## config.mk

```make
export PLATFORM = sky130hd
export DESIGN_NAME = cse_top
export DESIGN_NICKNAME = d
export VERILOG_FILES = /design/src/hw/cse_pkg.sv /design/src/hw/cse_top.sv
export SDC_FILE = /design/constraint.sdc
export NUM_CORES = 1
export LEC_CHECK = 0
export BUFFER_PORTS_ARGS = -buffer_cell sky130_fd_sc_hd__buf_2
export CAP_MARGIN = 20
export CORE_MARGIN = 4
export CORE_UTILIZATION = 50
export DETAILED_ROUTE_END_ITERATION = 8
export PLACE_DENSITY = 0.75
export SYNTH_ARGS = -nofsm -noshare
export SYNTH_HDL_FRONTEND = slang
export SYNTH_SLANG_ARGS = --single-unit
```

## constraint.sdc

```tcl
create_clock -name pclk -period 6.2 [get_ports pclk]
set_input_delay 0.93 -clock pclk [delete_from_list [all_inputs] [get_ports pclk]]
set_output_delay 0.93 -clock pclk [all_outputs]
set_load 0.005 [all_outputs]
```

## src/hw/cse_pkg.sv

```systemverilog
/*
  Constants and types of the status word and exception entry block.
  Assumes nothing of its surroundings; imported by the block's top module.
*/
package cse_pkg;

  // ==========================================================
  // Status word layout
  localparam int          STW_W        = 32;
  localparam int          IRQ_MASK_BIT = 7;
  localparam int          FIQ_MASK_BIT = 6;
  localparam int          STATE_BIT    = 5;
  localparam int          MODE_LSB     = 0;
  localparam int          MODE_W       = 5;
  localparam int          FLAG_LSB     = 28;
  localparam int          FLAG_W       = 4;
  localparam logic [31:0] RSVD_MASK    = 32'h0fffff00;
  localparam logic [31:0] STW_RESET    = 32'h000000d3;

  // ==========================================================
  // Mode codes
  localparam logic [4:0] MODE_USR = 5'h10;
  localparam logic [4:0] MODE_FIQ = 5'h11;
  localparam logic [4:0] MODE_IRQ = 5'h12;
  localparam logic [4:0] MODE_SVC = 5'h13;
  localparam logic [4:0] MODE_ABT = 5'h17;
  localparam logic [4:0] MODE_UND = 5'h1b;
  localparam logic [4:0] MODE_SYS = 5'h1f;

  // ==========================================================
  // Banks: one saved word per exception mode, user and system share none
  localparam int         BANKS    = 5;
  localparam logic [2:0] BANK_FIQ = 3'h0;
  localparam logic [2:0] BANK_IRQ = 3'h1;
  localparam logic [2:0] BANK_SVC = 3'h2;
  localparam logic [2:0] BANK_ABT = 3'h3;
  localparam logic [2:0] BANK_UND = 3'h4;
  localparam logic [2:0] BANK_USR = 3'h5;

  // ==========================================================
  // Vector table
  localparam logic [31:0] VEC_BASE_LO = 32'h00000000;
  localparam logic [31:0] VEC_BASE_HI = 32'hffff0000;
  localparam logic [31:0] VEC_RST     = 32'h00000000;
  localparam logic [31:0] VEC_UND     = 32'h00000004;
  localparam logic [31:0] VEC_TRAP    = 32'h00000008;
  localparam logic [31:0] VEC_PABT    = 32'h0000000c;
  localparam logic [31:0] VEC_DABT    = 32'h00000010;
  localparam logic [31:0] VEC_RSVD    = 32'h00000014;
  localparam logic [31:0] VEC_IRQ     = 32'h00000018;
  localparam logic [31:0] VEC_FIQ     = 32'h0000001c;

  // ==========================================================
  // Register offsets
  localparam int         ADDR_W    = 8;
  localparam logic [7:0] REG_STW   = 8'h00;
  localparam logic [7:0] REG_SAVED = 8'h04;
  localparam logic [7:0] REG_RET   = 8'h08;
  localparam logic [7:0] REG_INFO  = 8'h0c;

  typedef enum logic [2:0] {
    CSE_EXC_NONE, CSE_EXC_RST, CSE_EXC_DABT, CSE_EXC_FIQ,
    CSE_EXC_IRQ, CSE_EXC_PABT, CSE_EXC_UND, CSE_EXC_TRAP
  } cse_exc_t;

endpackage

```

## src/hw/cse_top.sv

```systemverilog
/*
  Status word, exception ranking, vector selection and entry, and gating of
  system control coprocessor accesses, with an APB register slave.
  Assumes request inputs come from logic on pclk; only the vector strap is
  asynchronous and is synchronised here.
*/
// The implementer's own choices: the APB interface to the registers and the register addresses.
// How it works
// - Status bit 7 set blocks normal interrupts; clear lets them in.
// - Status bit 6 set blocks fast interrupts; clear lets them in.
// - Status bit 5 selects compact instruction state when one, full when zero.
// - Mode field bits 4:0 decode to user, fast, normal, supervisor, abort, undefined, system.
// - Bits 27:8 are reserved, low byte is control, top nibble is flags.
// - Flags follow the latest arithmetic result: N31, Z30, C29, V28.
// - Ranking: reset, data abort, fast, normal, prefetch abort, undefined or trap.
// - Trap and undefined share the lowest level; the code ranks undefined above trap.
// - Vector base is zero or FFFF0000 by the high vector select.
// - Vector offsets 0,4,8,C,10,18,1C; offset 14 unused.
// - Reset enters supervisor, fast enters fast mode; both masks set.
// - Other exceptions enter their mode, set normal mask, keep fast mask.
// - Failed memory accesses raise prefetch or data abort.
// - Undefined encodings raise the undefined exception.
// - Coprocessor accesses reach the control coprocessor only in privileged modes.
// - Active stack pointer bank follows the current mode.
// - Privileged modes are entered only from privileged modes or by taking an exception.
`timescale 1ns/1ps
`default_nettype none
module cse_top
  import cse_pkg::*;
(
  // Clock and reset
  input  wire logic              pclk,
  input  wire logic              presetn,
  // APB slave
  input  wire logic              psel,
  input  wire logic              penable,
  input  wire logic              pwrite,
  input  wire logic [ADDR_W-1:0] paddr,
  input  wire logic [31:0]       pwdata,
  output logic      [31:0]       prdata,
  output logic                   pready,
  output logic                   pslverr,
  // Exception sources
  input  wire logic              normal_irq_req,
  input  wire logic              fast_interrupt_req,
  input  wire logic              prefetch_abort,
  input  wire logic              data_abort,
  input  wire logic              undef_instr,
  input  wire logic              software_trap,
  input  wire logic [31:0]       exc_ret_addr,
  input  wire logic              high_vector_select,
  // Arithmetic flags
  input  wire logic              alu_flags_valid,
  input  wire logic [FLAG_W-1:0] alu_flags,
  // Coprocessor access
  input  wire logic              cop_access_req,
  output logic                   cop_access_grant,
  output logic                   cop_access_fault,
  // Entry and state
  output logic                   exc_ack,
  output cse_exc_t               exc_ack_kind,
  output logic                   exc_entry,
  output logic      [31:0]       exc_vector,
  output logic      [31:0]       status_word,
  output logic                   compact_instruction_set,
  output logic      [2:0]        banked_stack_pointer
);

  // ==========================================================
  // State
  logic [31:0] stw_ff;
  logic        rst_pend_ff;
  logic        pabt_ff, dabt_ff, und_ff, trap_ff;
  logic        hv_meta_ff, hv_sync_ff;
  logic [31:0] vec_ff;
  logic        entry_ff;
  logic [2:0]  sp_ff;
  cse_exc_t    last_ff;
  logic [31:0] prdata_ff;
  logic [31:0] bank_stw_ff [0:BANKS-1];
  logic [31:0] bank_ret_ff [0:BANKS-1];

  function automatic logic [2:0] cse_bank(input logic [4:0] m);
    case (m)
      MODE_FIQ: cse_bank = BANK_FIQ;
      MODE_IRQ: cse_bank = BANK_IRQ;
      MODE_SVC: cse_bank = BANK_SVC;
      MODE_ABT: cse_bank = BANK_ABT;
      MODE_UND: cse_bank = BANK_UND;
      default:  cse_bank = BANK_USR;
    endcase
  endfunction

  // ==========================================================
  // Ranking
  wire [4:0] mode_cur = stw_ff[MODE_LSB +: MODE_W];
  wire       priv     = (mode_cur != MODE_USR);
  wire       cop_flt  = cop_access_req & ~priv;
  wire       dabt_p   = dabt_ff | data_abort;
  wire       pabt_p   = pabt_ff | prefetch_abort;
  wire       und_p    = und_ff | undef_instr | cop_flt;
  wire       trap_p   = trap_ff | software_trap;
  wire       fiq_ok   = fast_interrupt_req & ~stw_ff[FIQ_MASK_BIT];
  wire       irq_ok   = normal_irq_req & ~stw_ff[IRQ_MASK_BIT];
  // Undefined and trap can be pending at once; undefined is then taken first, trap after
  wire cse_exc_t sel =
      rst_pend_ff ? CSE_EXC_RST  :
      dabt_p      ? CSE_EXC_DABT :
      fiq_ok      ? CSE_EXC_FIQ  :
      irq_ok      ? CSE_EXC_IRQ  :
      pabt_p      ? CSE_EXC_PABT :
      und_p       ? CSE_EXC_UND  :
      trap_p      ? CSE_EXC_TRAP : CSE_EXC_NONE;
  wire take = (sel != CSE_EXC_NONE);

  // A pulse taken through the bypass is not latched a second time, so one
  // event gives one entry; a new pulse behind an older one stays (set wins)
  wire und_ev   = undef_instr | cop_flt;
  wire nxt_dabt = (dabt_p & (sel != CSE_EXC_DABT)) | (dabt_ff & data_abort);
  wire nxt_pabt = (pabt_p & (sel != CSE_EXC_PABT)) | (pabt_ff & prefetch_abort);
  wire nxt_und  = (und_p & (sel != CSE_EXC_UND)) | (und_ff & und_ev);
  wire nxt_trap = (trap_p & (sel != CSE_EXC_TRAP)) | (trap_ff & software_trap);

  wire [31:0] vec_off =
      (sel == CSE_EXC_RST)  ? VEC_RST  :
      (sel == CSE_EXC_UND)  ? VEC_UND  :
      (sel == CSE_EXC_TRAP) ? VEC_TRAP :
      (sel == CSE_EXC_PABT) ? VEC_PABT :
      (sel == CSE_EXC_DABT) ? VEC_DABT :
      (sel == CSE_EXC_IRQ)  ? VEC_IRQ  : VEC_FIQ;
  wire [31:0] vec_base = hv_sync_ff ? VEC_BASE_HI : VEC_BASE_LO;

  wire [4:0] mode_new =
      (sel == CSE_EXC_RST || sel == CSE_EXC_TRAP) ? MODE_SVC :
      (sel == CSE_EXC_FIQ)  ? MODE_FIQ :
      (sel == CSE_EXC_IRQ)  ? MODE_IRQ :
      (sel == CSE_EXC_UND)  ? MODE_UND : MODE_ABT;
  wire fmask_new = (sel == CSE_EXC_RST || sel == CSE_EXC_FIQ) | stw_ff[FIQ_MASK_BIT];

  // ==========================================================
  // Status word update: software, then flags, then entry on top
  wire        apb_acc  = psel & penable;
  wire        wr_stw   = apb_acc & pwrite & (paddr == REG_STW);
  // User writes keep the low byte, which also bars entry to privileged modes
  wire [31:0] sw_val   = priv ? (pwdata & ~RSVD_MASK)
                              : {pwdata[31:FLAG_LSB], stw_ff[FLAG_LSB-1:0]};
  wire [31:0] stw_a    = wr_stw ? sw_val : stw_ff;
  wire [31:0] stw_b    = alu_flags_valid ? {alu_flags, stw_a[FLAG_LSB-1:0]} : stw_a;
  // Entry returns to the full instruction state
  wire [31:0] stw_e    = {stw_b[31:8], 1'b1, fmask_new, 1'b0, mode_new};
  wire [31:0] nxt_stw  = take ? stw_e : stw_b;
  wire [2:0]  bank_new = cse_bank(mode_new);
  wire [2:0]  bank_cur = cse_bank(mode_cur);
  wire        cur_bk   = (bank_cur != BANK_USR);

  // ==========================================================
  // APB read mux
  wire [31:0] saved_cur = cur_bk ? bank_stw_ff[bank_cur] : 32'h00000000;
  wire [31:0] ret_cur   = cur_bk ? bank_ret_ff[bank_cur] : 32'h00000000;
  wire        hit       = (paddr == REG_STW) | (paddr == REG_SAVED) |
                          (paddr == REG_RET) | (paddr == REG_INFO);
  wire [31:0] rd_mux    =
      (paddr == REG_STW)   ? stw_ff :
      (paddr == REG_SAVED) ? saved_cur :
      (paddr == REG_RET)   ? ret_cur :
      (paddr == REG_INFO)  ? {28'h0000000, hv_sync_ff, 3'(last_ff)} : 32'h00000000;

  always_ff @(posedge pclk or negedge presetn) begin
    if (!presetn) begin
      hv_meta_ff <= 1'b0;
      hv_sync_ff <= 1'b0;
    end else begin
      hv_meta_ff <= high_vector_select;
      hv_sync_ff <= hv_meta_ff;
    end
  end

  // Latched sources: a new event in the cycle of its take stays pending
  always_ff @(posedge pclk or negedge presetn) begin
    if (!presetn) begin
      rst_pend_ff <= 1'b1;
      pabt_ff     <= 1'b0;
      dabt_ff     <= 1'b0;
      und_ff      <= 1'b0;
      trap_ff     <= 1'b0;
    end else begin
      rst_pend_ff <= 1'b0;
      dabt_ff     <= nxt_dabt;
      pabt_ff     <= nxt_pabt;
      und_ff      <= nxt_und;
      trap_ff     <= nxt_trap;
    end
  end

  always_ff @(posedge pclk or negedge presetn) begin
    if (!presetn) begin
      stw_ff    <= STW_RESET;
      vec_ff    <= VEC_BASE_LO;
      entry_ff  <= 1'b0;
      sp_ff     <= BANK_SVC;
      last_ff   <= CSE_EXC_NONE;
      prdata_ff <= 32'h00000000;
    end else begin
      stw_ff    <= nxt_stw;
      entry_ff  <= take;
      sp_ff     <= cse_bank(nxt_stw[MODE_LSB +: MODE_W]);
      if (take) begin
        vec_ff  <= vec_base | vec_off;
        last_ff <= sel;
      end
      if (psel && !penable) begin
        prdata_ff <= rd_mux;
      end
    end
  end

  always_ff @(posedge pclk or negedge presetn) begin
    if (!presetn) begin
      for (int i = 0; i < BANKS; i++) begin
        bank_stw_ff[i] <= 32'h00000000;
        bank_ret_ff[i] <= 32'h00000000;
      end
    end else if (take) begin
      bank_stw_ff[bank_new] <= stw_ff;
      bank_ret_ff[bank_new] <= exc_ret_addr;
    end
  end

  // ==========================================================
  // Outputs
  assign prdata                  = prdata_ff;
  assign pready                  = 1'b1;
  assign pslverr                 = apb_acc & ~hit;
  assign cop_access_grant        = cop_access_req & priv;
  assign cop_access_fault        = cop_flt;
  assign exc_ack                 = take;
  assign exc_ack_kind            = sel;
  assign exc_entry               = entry_ff;
  assign exc_vector              = vec_ff;
  assign status_word             = stw_ff;
  assign compact_instruction_set = stw_ff[STATE_BIT];
  assign banked_stack_pointer    = sp_ff;
endmodule // cse_top
`default_nettype wire

```

==> impl_results.html <==
<table>
<tr><th>Metric</th><th>Value</th></tr>
<tr><th colspan="2">Route</th></tr>
<tr><td>Number of vias in the routed layout</td><td>around 9500</td></tr>
<tr><td>1st-iter DRT viols</td><td>~700</td></tr>
<tr><td>Pre-antenna DRT Iters</td><td>7</td></tr>
<tr><td>Mean number of vias per cell</td><td>between 5 and 6</td></tr>
<tr><td>Drt wl/cell</td><td>20.48 µm</td></tr>
<tr><td>Residual DRC count</td><td>0</td></tr>
<tr><td>Number of nets with antenna violations after detailed routing</td><td>0</td></tr>
<tr><td>Routed Wire Length</td><td>approximately 34000 µm</td></tr>
<tr><th colspan="2">STA</th></tr>
<tr><td>Final worst-path cycle share</td><td>61.74%</td></tr>
<tr><td>Total of endpoints with negative setup slack in the final report</td><td>0</td></tr>
<tr><td>Maximum clock rate</td><td>between 200 and 300 MHz</td></tr>
<tr><td>Pins Over Slew Limit</td><td>0</td></tr>
<tr><td>Measured slew at the worst slew-check pin</td><td>1.042 ns</td></tr>
<tr><td>Worst-case hold slack</td><td>roughly 0.35 ns</td></tr>
<tr><td>Number of endpoints with negative hold slack in the final report</td><td>0</td></tr>
<tr><td>Total Negative Setup Slacks</td><td>0 ns</td></tr>
<tr><td>Min cycle time layout</td><td>about 3.8 ns</td></tr>
<tr><td>Setup clock skew after layout</td><td>between 0.007 and 0.008 ns</td></tr>
<tr><td>Worst slew margin relative to its limit</td><td>a little under a third</td></tr>
<tr><td>Unrepaired setup endpoints after global routing</td><td>no</td></tr>
<tr><th colspan="2">Pwr</th></tr>
<tr><td>Net Sw Frac</td><td>roughly 24%</td></tr>
<tr><td>Power Total</td><td>between 0.004 and 0.005 W</td></tr>
<tr><td>Sequential power share</td><td>~48%</td></tr>
<tr><td>NetSw</td><td>around 0.0011 W</td></tr>
<tr><td>Proportion of power drawn by the clock network</td><td>39.7%</td></tr>
<tr><td>Leakage power summed over all cells</td><td>7.101 nW</td></tr>
<tr><td>Int Power</td><td>around 0.0034 W</td></tr>
<tr><td>Peak VDD IR</td><td>roughly 310 µV</td></tr>
<tr><td>Comb pwr share</td><td>between 10% and 20%</td></tr>
<tr><td>P per Cell Area</td><td>300.0 mW/mm²</td></tr>
<tr><th colspan="2">Synthesis</th></tr>
<tr><td>Synth Register Bits</td><td>between 200 and 300</td></tr>
<tr><td>Share of flip-flops with an asynchronous set or reset after synthesis</td><td>100.0%</td></tr>
<tr><td>Main flop type after synthesis</td><td>sky130_fd_sc_hd__dfrtp_1</td></tr>
<tr><td>Cell variety after synth</td><td>61</td></tr>
<tr><td>Number of synthesis warnings</td><td>0</td></tr>
<tr><td>Synth Area per Inst</td><td>11.29 µm²</td></tr>
<tr><td>Combined area of all synthesized cells</td><td>around 0.013 mm²</td></tr>
<tr><td>Number of synthesized flops with an enable pin</td><td>0</td></tr>
<tr><td>Sequential fraction of the synthesis area</td><td>roughly 53%</td></tr>
<tr><td>Post-Synthesis Cells</td><td>~1200</td></tr>
<tr><th colspan="2">Clock network</th></tr>
<tr><td>TritonCTS buffer count</td><td>29</td></tr>
<tr><td>Worst-case clock buffer depth</td><td>3</td></tr>
<tr><td>Post-CTS sizing</td><td>0</td></tr>
<tr><td>Number of H-tree levels</td><td>1</td></tr>
<tr><td>Cell at the root of the clock tree</td><td>sky130_fd_sc_hd__clkbuf_16</td></tr>
<tr><td>Clock tree from TritonCTS</td><td>yes</td></tr>
<tr><td># hold bufs at CTS</td><td>0</td></tr>
<tr><td>Post-CTS setup buffer count</td><td>0</td></tr>
<tr><td>Clock transition at path regs</td><td>around 0.060 ns</td></tr>
<tr><td>Total number of clock tree sinks</td><td>approximately 280</td></tr>
<tr><td>Clock latency reported for the late side of the worst-skew pair</td><td>~0.54 ns</td></tr>
<tr><th colspan="2">Worst setup path</th></tr>
<tr><td>Setup CP Type</td><td>reg -&gt; out</td></tr>
<tr><td>Data required time at the worst endpoint</td><td>around 5.3 ns</td></tr>
<tr><td>Highest net fanout along the worst path</td><td>18</td></tr>
<tr><td>Critical path arrival</td><td>2.90 ns</td></tr>
<tr><td>Worst reg2reg startpoint</td><td>status_word[1]</td></tr>
<tr><td>Critical path origin</td><td>status_word[1]</td></tr>
<tr><td>Nature of the critical path endpoint</td><td>output port</td></tr>
<tr><td>Critical Path Start Type</td><td>flip-flop</td></tr>
<tr><th colspan="2">Place</th></tr>
<tr><td>Routability Congestion</td><td>0.8429</td></tr>
<tr><td>Final HPWL from detailed placement</td><td>~20000 µm</td></tr>
<tr><td>Placed instance count</td><td>between 1500 and 2000</td></tr>
<tr><td>Port bufs</td><td>about 140</td></tr>
<tr><th colspan="2">GRT</th></tr>
<tr><td>Via count of the first global-routing pass</td><td>9666</td></tr>
<tr><td>Global-route total usage across every layer</td><td>22.69%</td></tr>
<tr><td>Maximum number of pins on one net before global-route repair</td><td>176</td></tr>
<tr><td>Initial antenna violation count</td><td>4</td></tr>
<tr><td>Wire length of the first global-routing pass</td><td>between 50000 and 60000 µm</td></tr>
<tr><td>Global route total overflow</td><td>0</td></tr>
<tr><th colspan="2">Floorplan</th></tr>
<tr><td>Core Box Area</td><td>0.02606 mm²</td></tr>
<tr><td>Starting density of the core</td><td>about half</td></tr>
<tr><td>Die height</td><td>around 170 µm</td></tr>
<tr><td>Number of placement rows</td><td>between 50 and 60</td></tr>
<tr><td>Die width</td><td>~170 µm</td></tr>
<tr><td>Total I/O pin count</td><td>slightly below 200</td></tr>
<tr><td>Die ar.</td><td>between 0.02 and 0.03 mm²</td></tr>
<tr><th colspan="2">Cells and area</th></tr>
<tr><td>Final cell count without fillers</td><td>roughly 1600</td></tr>
<tr><td>Number of fillers in the final layout</td><td>2185</td></tr>
<tr><td>Area growth, synth to finish</td><td>13.23%</td></tr>
<tr><td>Register area</td><td>0.007066 mm²</td></tr>
<tr><td>Multi-input gate area in the final layout</td><td>~0.0056 mm²</td></tr>
<tr><td>Fraction of layout instances using a drive strength above 1</td><td>between 30% and 40%</td></tr>
<tr><td>Final Core Density</td><td>between 50% and 60%</td></tr>
<tr><td>Commonest non-fill, non-tap cell in the layout</td><td>sky130_fd_sc_hd__dfrtp_1</td></tr>
<tr><td>Commonest non-fill, non-tap cells in the layout</td><td>275 x sky130_fd_sc_hd__dfrtp_1, 213 x sky130_fd_sc_hd__nand2_1, 143 x sky130_fd_sc_hd__buf_2</td></tr>
<tr><td>Post-layout net count</td><td>1367</td></tr>
<tr><th colspan="2">Flow run</th></tr>
<tr><td>Total of max-cap violations</td><td>0</td></tr>
<tr><th colspan="2">Status</th></tr>
<tr><td>Status</td><td>complete, no violations</td></tr>
<tr><th colspan="2">Min path</th></tr>
<tr><td>Start point of the worst hold path</td><td>hv_meta_ff</td></tr>
<tr><td>Type of the tightest min-delay check</td><td>reg -&gt; reg</td></tr>
</table>
final timing paths:
check                              endpoint  slack [ns]  cells past startpoint
max                                 exc_ack        2.37                      5
min                              hv_sync_ff        0.35                      0
max reg2reg                bank_stw_ff[100]        2.53                      7
min reg2reg                      hv_sync_ff        0.35                      0
max in group asynchronous   bank_stw_ff[34]        4.33                      2
min in group asynchronous        prdata[14]        0.42                      1
flip-flops by register name (all words and copies together), names as in the netlist:
name                  count
bank_ret_ff             160
bank_stw_ff              60
prdata                   32
status_word              12
exc_vector                4
banked_stack_pointer      3
last_ff                   3
dabt_ff                   1
exc_entry                 1
hv_meta_ff                1
hv_sync_ff                1
pabt_ff                   1
rst_pend_ff               1
trap_ff                   1
und_ff                    1
metrics by stage:
stage / area, µm² / setup slack [ns]
floorplan: 13380 / 3.244
global placement: 14000 / 2.320
detailed placement: 14000 / 2.289
CTS: 15000 / 2.385
global route: 15000 / 2.193
finish: 15000 / 2.372
cell families after synthesis:
logic type	count (synthesis)	synth area share, %
compound gates	236	12.35
fa+ha+maj	4	0.3022
simple gates	313	10.25
other cells	2	0.05667
xor+xnor	1	0.06611
buf+inv	134	5.741
flops	282	53.32
mux	202	17.91
power by group through the flow:
stage	clock [W]	sequential, W	combinational [W]
finish	0.00179	0.00216	0.000559
global route	0.00189	0.00218	0.000613
CTS	0.00181	0.00216	0.000562
detailed placement	0	0.00218	0.000562
global placement	0	0.00217	0.000546
floorplan	0	0.00215	0.000408
cells in the mapped netlist, drive strengths merged (3+ instances only):
library cell  instances  share of area, %
o21bai                3              0.17
and2                  6              0.28
inv                   9              0.25
mux2i                26               2.0
dfrtp               275                52
a21oi                43               1.7
a221o                20               1.5
nor4                  3              0.24
o22ai                30               1.4
nand2               214               6.1
maj3                  4              0.30
dfstp                 7               1.4
o21ai                52               2.0
nand3                25              0.94
a22oi                22               1.2
nor2b                 7              0.33
o211a                 4              0.30
buf                  74               4.0
a211oi                7              0.43
nand2b                7              0.33
a22o                  7              0.46
o211ai                5              0.28
a32oi                 5              0.33
a31oi                 3              0.14
clkbuf               50               1.4
a222oi                4              0.30
and3                  5              0.24
nor3                  5              0.19
a221oi                8              0.66
or3                   5              0.24
nor2                 27              0.80
a311oi                8              0.53
mux2                176                16
o221ai                6              0.40
a21o                  3              0.17
worst max-delay path, stage by stage, from the launching register on:
cell,delay [ns]
sky130_fd_sc_hd__dfstp_2,0.75
sky130_fd_sc_hd__and4bb_4,0.31
sky130_fd_sc_hd__a21bo_2,0.25
sky130_fd_sc_hd__nor4_2,0.67
sky130_fd_sc_hd__inv_1,0.19
sky130_fd_sc_hd__buf_2,0.18
layout make-up:
class                           count  share of cell area (%)
Clock inverter                      9                  0.6338
Clock buffer                       44                   6.012
Multi-Input combinational cell    791                   37.27
Inverter                           10                  0.2502
Timing Repair Buffer              163                   5.904
Sequential cell                   282                   47.09
Tap cell                          335                   2.794
Antenna cell                        3                 0.05003
layer usage:
metal / track usage [%] / up-vias / share of wire, %
li1: - / 4304 / -
met1: 31.89 / 4800 / 43
met2: 37.33 / 371 / 48
met3: 3.350 / 58 / 7.2
met4: 5.972 / 0 / 2.1
met5: 0 / - / 0
No activity file was read; power rests on OpenSTA's default activity.
